$ cat src/rtl/nv_access_pkg.sv
// Constants and carrier types for the information memory and data EEPROM write control.
// Assumes a 100 MHz system clock and an external-data load and store path from the CPU core.
package nv_access_pkg;

    localparam int          clk_period_ns          = 10;
    localparam int          write_time_us          = 600;
    localparam int          timeout_1_us           = 1600;
    localparam int          timeout_2_us           = 3100;
    localparam int          timeout_3_us           = 12500;
    localparam int          write_cycles           = write_time_us * 1000 / clk_period_ns;
    localparam int          timeout_1_cycles       = timeout_1_us * 1000 / clk_period_ns;
    localparam int          timeout_2_cycles       = timeout_2_us * 1000 / clk_period_ns;
    localparam int          timeout_3_cycles       = timeout_3_us * 1000 / clk_period_ns;

    localparam logic [7:0]  key_register_offset    = 8'hc9;
    localparam logic [7:0]  aux_register_offset    = 8'hf7;
    localparam logic [7:0]  aux_reset              = 8'h06;

    localparam logic [7:0]  key_flash_one_byte     = 8'h47;
    localparam logic [7:0]  key_flash_two_byte     = 8'h74;
    localparam logic [7:0]  key_info               = 8'ha1;
    localparam logic [7:0]  key_eeprom             = 8'he2;

    localparam int          flash_we_bit           = 7;
    localparam int          timeout_flag_bit       = 6;
    localparam int          eeprom_we_bit          = 5;
    localparam int          info_we_bit            = 4;
    localparam int          timeout_sel_lsb        = 1;
    localparam int          watchdog_ctrl_lsb      = 6;

    localparam logic [15:0] info_base              = 16'he500;
    localparam logic [15:0] info_last              = 16'he53f;
    localparam logic [15:0] info_boot_first        = 16'he520;
    localparam logic [15:0] eeprom_base            = 16'hee00;
    localparam logic [15:0] eeprom_last            = 16'heefe;

    typedef enum logic [1:0] {
        st_idle    = 2'b00,
        st_program = 2'b01,
        st_done    = 2'b11
    } write_state_type;

    typedef struct packed {
        logic        sfr_write;
        logic        sfr_read;
        logic [7:0]  sfr_addr;
        logic [7:0]  sfr_wdata;
        logic        xdata_write;
        logic        xdata_read;
        logic [15:0] xdata_addr;
        logic [7:0]  xdata_wdata;
    } cpu_access_type;

endpackage : nv_access_pkg

$ cat src/rtl/info_eeprom_write_control.sv
// Write key, timeout and storage for the information memory and the data EEPROM.
// Assumes CPU strobes are one-cycle pulses synchronous to clk; boot_mode is a level.
// Behaviour
// - Sixty-four information bytes sit at E500h to E53Fh in two sectors.
// - Information writes need boot mode, boot sector address and the info enable flag.
// - An enabled information store programs the byte and stalls the CPU about 0.6 ms.
// - Peripherals and interrupts run on while the CPU is stalled.
// - Information reads by load at E500h to E53Fh complete without wait.
// - Key A1h sets the info enable flag; other values clear it.
// - Keys 47h or 74h set the flash enable flag, one or two bytes.
// - Key E2h sets the EEPROM enable flag; other values clear it.
// - Key register bit 4 reads the info enable flag, reset zero.
// - Key register bit 5 reads the EEPROM enable flag, reset zero.
// - Timeout flag on bit 6 sets on timeout, clears when all three enable flags are clear.
// - Timeout select 00 off, else 1.6, 3.1, 12.5 ms; expiry abandons the write.
// - One timeout mechanism serves EEPROM and information writes.
// - Watchdog control bits 7:6: 0x off, 10 fast and slow, 11 always.
// - 128 EEPROM bytes at even addresses EE00h to EEFEh; odd addresses invalid.
// - EEPROM bytes write without erase; each enabled store stalls about 0.6 ms.
// - EEPROM reads by load at EE00h to EEFEh.
// - Key register bit 7 reads the flash enable flag, reset zero.
`timescale 1ns/1ns
module info_eeprom_write_control #(
    parameter int write_count     = nv_access_pkg::write_cycles,
    parameter int timeout_count_1 = nv_access_pkg::timeout_1_cycles,
    parameter int timeout_count_2 = nv_access_pkg::timeout_2_cycles,
    parameter int timeout_count_3 = nv_access_pkg::timeout_3_cycles,
    parameter int program_fail    = 0
) (
    input  wire logic                         clk,
    input  wire logic                         resetn,
    input  wire logic                         boot_mode,
    input  wire nv_access_pkg::cpu_access_type cpu,
    output logic [7:0]                        sfr_rdata,
    output logic [7:0]                        xdata_rdata,
    output logic                              xdata_hit,
    output logic                              cpu_wait,
    output logic                              flash_two_byte,
    output logic [1:0]                        watchdog_reset_control,
    output logic                              timeout_event
);

    typedef struct packed {
        nv_access_pkg::write_state_type state;
        logic        flash_write_enable_flag;
        logic        flash_two_byte;
        logic        eeprom_write_enable_flag;
        logic        info_write_enable_flag;
        logic        write_timeout_flag;
        logic [7:0]  aux;
        logic [23:0] program_count;
        logic [23:0] timeout_count;
        logic        target_eeprom;
        logic [6:0]  target_index;
        logic [7:0]  target_data;
        logic [7:0]  sfr_rdata;
        logic [7:0]  xdata_rdata;
        logic        xdata_hit;
        logic        cpu_wait;
        logic        timeout_event;
    } state_type;

    state_type   r;
    state_type   next_r;
    logic [7:0]  info_mem [64];
    logic [7:0]  eeprom_mem [128];
    logic        commit;
    logic [23:0] timeout_limit;
    logic        is_info;
    logic        is_eeprom;
    logic        info_store_ok;
    logic        eeprom_store_ok;

    always_comb begin
        is_info   = cpu.xdata_addr >= nv_access_pkg::info_base && cpu.xdata_addr <= nv_access_pkg::info_last;
        is_eeprom = cpu.xdata_addr >= nv_access_pkg::eeprom_base && cpu.xdata_addr <= nv_access_pkg::eeprom_last
                    && !cpu.xdata_addr[0];
        info_store_ok = is_info && boot_mode && r.info_write_enable_flag
                        && cpu.xdata_addr >= nv_access_pkg::info_boot_first;
        eeprom_store_ok = is_eeprom && r.eeprom_write_enable_flag;
        case (r.aux[nv_access_pkg::timeout_sel_lsb +: 2])
            2'b01:   timeout_limit = 24'(timeout_count_1);
            2'b10:   timeout_limit = 24'(timeout_count_2);
            2'b11:   timeout_limit = 24'(timeout_count_3);
            default: timeout_limit = 24'h000000;
        endcase
    end

    always_comb begin
        next_r = r;
        commit = 1'b0;
        next_r.timeout_event = 1'b0;
        if (cpu.sfr_write && cpu.sfr_addr == nv_access_pkg::key_register_offset) begin
            next_r.info_write_enable_flag   = cpu.sfr_wdata == nv_access_pkg::key_info;
            next_r.eeprom_write_enable_flag = cpu.sfr_wdata == nv_access_pkg::key_eeprom;
            next_r.flash_write_enable_flag  = cpu.sfr_wdata == nv_access_pkg::key_flash_one_byte
                                              || cpu.sfr_wdata == nv_access_pkg::key_flash_two_byte;
            next_r.flash_two_byte = cpu.sfr_wdata == nv_access_pkg::key_flash_two_byte;
        end else if (cpu.sfr_write && cpu.sfr_addr == nv_access_pkg::aux_register_offset) begin
            next_r.aux = cpu.sfr_wdata;
        end
        if (cpu.sfr_read) begin
            if (cpu.sfr_addr == nv_access_pkg::key_register_offset) begin
                next_r.sfr_rdata = {r.flash_write_enable_flag, r.write_timeout_flag, r.eeprom_write_enable_flag,
                                    r.info_write_enable_flag, 4'h0};
            end else if (cpu.sfr_addr == nv_access_pkg::aux_register_offset) begin
                next_r.sfr_rdata = r.aux;
            end else begin
                next_r.sfr_rdata = 8'h00;
            end
        end
        next_r.xdata_hit = 1'b0;
        if (cpu.xdata_read && is_info) begin
            next_r.xdata_rdata = info_mem[cpu.xdata_addr[5:0]];
            next_r.xdata_hit   = 1'b1;
        end else if (cpu.xdata_read && is_eeprom) begin
            next_r.xdata_rdata = eeprom_mem[cpu.xdata_addr[7:1]];
            next_r.xdata_hit   = 1'b1;
        end
        case (r.state)
            nv_access_pkg::st_idle: begin
                if (cpu.xdata_write && (info_store_ok || eeprom_store_ok)) begin
                    next_r.state         = nv_access_pkg::st_program;
                    next_r.target_eeprom = eeprom_store_ok;
                    next_r.target_index  = eeprom_store_ok ? cpu.xdata_addr[7:1] : {1'b0, cpu.xdata_addr[5:0]};
                    next_r.target_data   = cpu.xdata_wdata;
                    next_r.program_count = 24'h000000;
                    next_r.timeout_count = 24'h000000;
                    next_r.cpu_wait      = 1'b1;
                end
            end
            nv_access_pkg::st_program: begin
                next_r.program_count = r.program_count + 24'h000001;
                next_r.timeout_count = r.timeout_count + 24'h000001;
                if (program_fail == 0 && r.program_count + 24'h000001 >= 24'(write_count)) begin
                    commit          = 1'b1;
                    next_r.state    = nv_access_pkg::st_done;
                    next_r.cpu_wait = 1'b0;
                end else if (timeout_limit != 24'h000000 && r.timeout_count + 24'h000001 >= timeout_limit) begin
                    next_r.write_timeout_flag = 1'b1;
                    next_r.timeout_event      = 1'b1;
                    next_r.state              = nv_access_pkg::st_done;
                    next_r.cpu_wait           = 1'b0;
                end
            end
            nv_access_pkg::st_done: begin
                next_r.state = nv_access_pkg::st_idle;
            end
            default: begin
                next_r.state = nv_access_pkg::st_idle;
            end
        endcase
        if (!next_r.flash_write_enable_flag && !next_r.eeprom_write_enable_flag && !next_r.info_write_enable_flag
            && !next_r.timeout_event) begin
            next_r.write_timeout_flag = 1'b0;
        end
    end

    always_ff @(posedge clk or negedge resetn) begin
        if (!resetn) begin
            r       <= '0;
            r.aux   <= nv_access_pkg::aux_reset;
        end else begin
            r <= next_r;
        end
    end

    always_ff @(posedge clk) begin
        if (commit && r.target_eeprom) begin
            eeprom_mem[r.target_index] <= r.target_data;
        end
        if (commit && !r.target_eeprom) begin
            info_mem[r.target_index[5:0]] <= r.target_data;
        end
    end

    always_comb begin
        sfr_rdata              = r.sfr_rdata;
        xdata_rdata            = r.xdata_rdata;
        xdata_hit              = r.xdata_hit;
        cpu_wait               = r.cpu_wait;
        flash_two_byte         = r.flash_two_byte;
        watchdog_reset_control = r.aux[nv_access_pkg::watchdog_ctrl_lsb +: 2];
        timeout_event          = r.timeout_event;
    end

endmodule : info_eeprom_write_control

$ cat config.mk
export PLATFORM = sky130hd
export DESIGN_NAME = info_eeprom_write_control
export DESIGN_NICKNAME = d
export VERILOG_FILES = /design/src/rtl/nv_access_pkg.sv /design/src/rtl/info_eeprom_write_control.sv
export SDC_FILE = /design/constraint.sdc
export NUM_CORES = 2
export LEC_CHECK = 0
export BUFFER_PORTS_ARGS = -buffer_cell sky130_fd_sc_hd__buf_2
export CORE_MARGIN = 1.5
export CORE_UTILIZATION = 57
export DETAILED_ROUTE_END_ITERATION = 12
export PLACE_DENSITY = 0.76
export RECOVER_POWER = 50
export SLEW_MARGIN = 20
export SYNTH_ARGS = -nofsm -noshare
export SYNTH_HDL_FRONTEND = slang
export SYNTH_SLANG_ARGS = --single-unit
$ cat constraint.sdc
create_clock -name clk -period 3.65 [get_ports clk]
set_clock_uncertainty 0.1 [all_clocks]
set_input_delay 0.365 -clock clk [delete_from_list [all_inputs] [get_ports clk]]
set_output_delay 0.365 -clock clk [all_outputs]
set_load 0.005 [all_outputs]
==> metrics.cfg <==
[timing]
slew-limit-headroom = -1.03
tns_ps = 0
period_share = 0.999
max_freq_mhz = 274
rsz0062_at_grt = yes
final-setup-viol-count = 0
tightest_slew_ps = 3050
period_needed_ps = 3650
drv_slew = 488
hold_viol_final = 0

[critical_path]
critical_path_class = flop to flop
crit_path_start_kind = flop
required_ps = 3960
cpPeakStageDelay_ps = 1860
path_buf_inv = 1
worstPathCellList = clkbuf_4
path_max_fanout = 76
worstPathArrival_ps = 3960
slowest_stage = dfrtp_1
end_kind = flop
reg2reg_depth = 1
cp_num_cells = 1
cpLargestDelayFamily = flip-flops

[finish]
multi_input_area_sq_um = 17000
nFillCells = 7198
register_area_sq_um = 48600
final_area_sq_um = 75900
diodes = 0
fin_cells = 5476
area_growth_pct = 15.7
drive_gt1_frac = 0.280
fin_nets = 3905

[detailed_routing]
ant_nets = 0
drt_pre_antenna_iters = 6
drt_iter0_drc = 5261
drc = 0
vias_per_cell = 6.70
wl_mm = 167
routedWlPerCell_microns = 30.5
vias = 36700

[grt]
grt_pass1_vias = 36100
antenna_found_initial = 1
grt_first_pass_wirelength_mm = 246
track_usage = 0.288
grt_max_degree = 82
overflow = 0

[place]
hpwlAfterDp_mm = 102
placed_area_sq_um = 69200
port_buffers = 68
placed_cells_incl_taps = 5159
gp_congestion = 0.890

[synth]
synthSimpleGateAreaFrac = 0.0534
ys.warnings.count = 0
yosysTopAreaCell = edfxtp_1
synth.top_cell.area_share = 0.703
postSynthAreaPerCell_sq_um = 18.5
synthCells = 3543
ys_ff_latch = 1634
synth_most_common_cell = edfxtp_1
synthTopCellsByCount = edfxtp_1 (1536), mux4_2 (342), nand2_1 (249)
yosys-top-cells-area = edfxtp_1 (70%), mux4_2 (12%), dfrtp_1 (3.7%)
synth.net_count = 3613
synth_mux_area_frac = 0.139
synthXorXnorAreaFrac = 0.00347
synth-main-ff-cell = edfxtp_1
synth_top_family_by_area = multiplexers
synth_fa_ha_area_frac = 0.00439
synth_cell_types = 74
synth_edf_count = 1536
synth_compound_area_frac = 0.0394
synthArstFlopShare = 0.0600
synth_area_sq_um = 65600
ys_seq_area_frac = 0.741

[clocking]
cts_sinks = 1634
cts_htree_levels = 4
clkLatencyLatePin_ps = 780
max-clock-path-buffers = 3
clk_pin_slew_worst_paths_ps = 60
cts_tree = built
cts_buffers = 159
clockRootBuffer = clkbuf_16

[floorplan]
ioPinCount = 69
core_region_area_sq_um = 114000
chipHeight_microns = 342
die_x_microns = 342
initial_core_util = 0.574
placementRows = 124
die-area_sq_um = 117000

[power_and_ir_drop]
comb_power_share = 0.029
leakage_nw = 21.9
power.switching_w = 0.00782
swShare = 0.206
pwr-share-seq = 0.533
p_per_area_nw_per_um2 = 500
pwr-share-clk = 0.438
p_int_w = 0.0301
ir_drop_mv = 0.530

[flow_run]
maxCapViolCount = 9

[outcome]
violations = max-capacitance violations, max-slew violations
status = finished, violations left

[hold_path]
min_path_type = input port to flop
worstHoldPathCells = 4

==> state kept, by name (all words and copies together) (netlist names) <==
signal / cells
eeprom_mem: 1024
xdata_rdata: 8
timeout_event: 1
xdata_hit: 1
flash_two_byte: 1
sfr_rdata: 8
watchdog_reset_control: 2
info_mem: 512
cpu_wait: 1
r: 76
==> cell type report <==
cell class                 instances  share of cell area
multi-input combinational       1652               0.224
timing repair buffer             360              0.0393
clock buffer                     189              0.0545
sequential                      1634               0.640
inverter                          28             0.00140
clock inverter                   101              0.0152
tap                             1512              0.0249
==> kinds of logic after synthesis <==
| group | count (synthesis) |
|---|---|
| compound gates | 390 |
| xor+xnor | 26 |
| fa+ha+maj | 23 |
| buf+inv | 257 |
| flops | 1634 |
| mux | 480 |
| simple gates | 733 |
==> cell usage in the layout, fill, tap and decap left out, drive strengths merged, types with 23 or more instances in the layout <==
| cell type | synthesis | routed |
|---|---|---|
| clkinv | 1 | 70 |
| mux2i | 116 | 116 |
| a31oi | 36 | 36 |
| nand3 | 74 | 74 |
| buf | 124 | 304 |
| nor3 | 216 | 216 |
| o21ai | 126 | 126 |
| nand2 | 249 | 249 |
| dlygate4sd3 | 0 | 25 |
| inv | 27 | 33 |
| clkbuf | 105 | 220 |
| nor2 | 76 | 76 |
| dfrtp | 96 | 96 |
| ha | 23 | 23 |
| a221oi | 42 | 42 |
| a21oi | 45 | 45 |
| edfxtp | 1536 | 1536 |
| nand4 | 25 | 25 |
| mux4 | 342 | 342 |
==> power by group through the flow <==
stage               Clock, W  Combinational, W  Sequential (W)
finish                0.0166           0.00108          0.0202
global route          0.0174           0.00113          0.0202
CTS                   0.0167           0.00107          0.0202
detailed placement         0           0.00104          0.0206
global placement           0           0.00103          0.0206
floorplan                  0          0.000618          0.0206
==> layer usage <==
metal  track usage  share of wire
met2         0.434           0.46
met3        0.0716           0.13
met1         0.414           0.37
met5             0       0.000048
met4         0.106          0.037
==> repair_timing <==
action                                  4_1_cts  5_1_grt
endpoints found under the setup margin     1146     1095
hold buffers                                 25        0
buffers inserted                              0        1
resized for setup                           136       84
hold endpoints to repair                     88        0
==> worst paths after layout <==
| path | slack [ps] | startpoint | endpoint |
|---|---|---|---|
| worst min register to register | 400 | flash_two_byte | flash_two_byte |
| worst min-delay path | 60 | cpu[24] | xdata_hit |
| worst max-delay path | 3 | r[26] | info_mem[24][7] |
| worst max register to register | 3 | r[26] | info_mem[24][7] |
| max in group asynchronous | 1160 | resetn | r[56] |
| min in group asynchronous | 520 | resetn | r[20] |
==> metrics by stage <==
step	hold WS, ps	setup WS (ps)	total power, W	utilization
after floorplan	-30.6	156	0.0212	-
final	55.6	2.53	0.0379	0.664
after CTS	0.675	-179	0.0380	0.661
after detailed placement	374	-233	0.0216	0.606
after global routing	77.7	-110	0.0387	0.664
after global placement	366	-93.6	0.0216	0.606
==> worst min-delay path, stage by stage <==
cell and delay, ps:
buf_2 100, and3_1 170, nor2_1 150, inv_1 110
No activity file was read; power rests on OpenSTA's default activity.
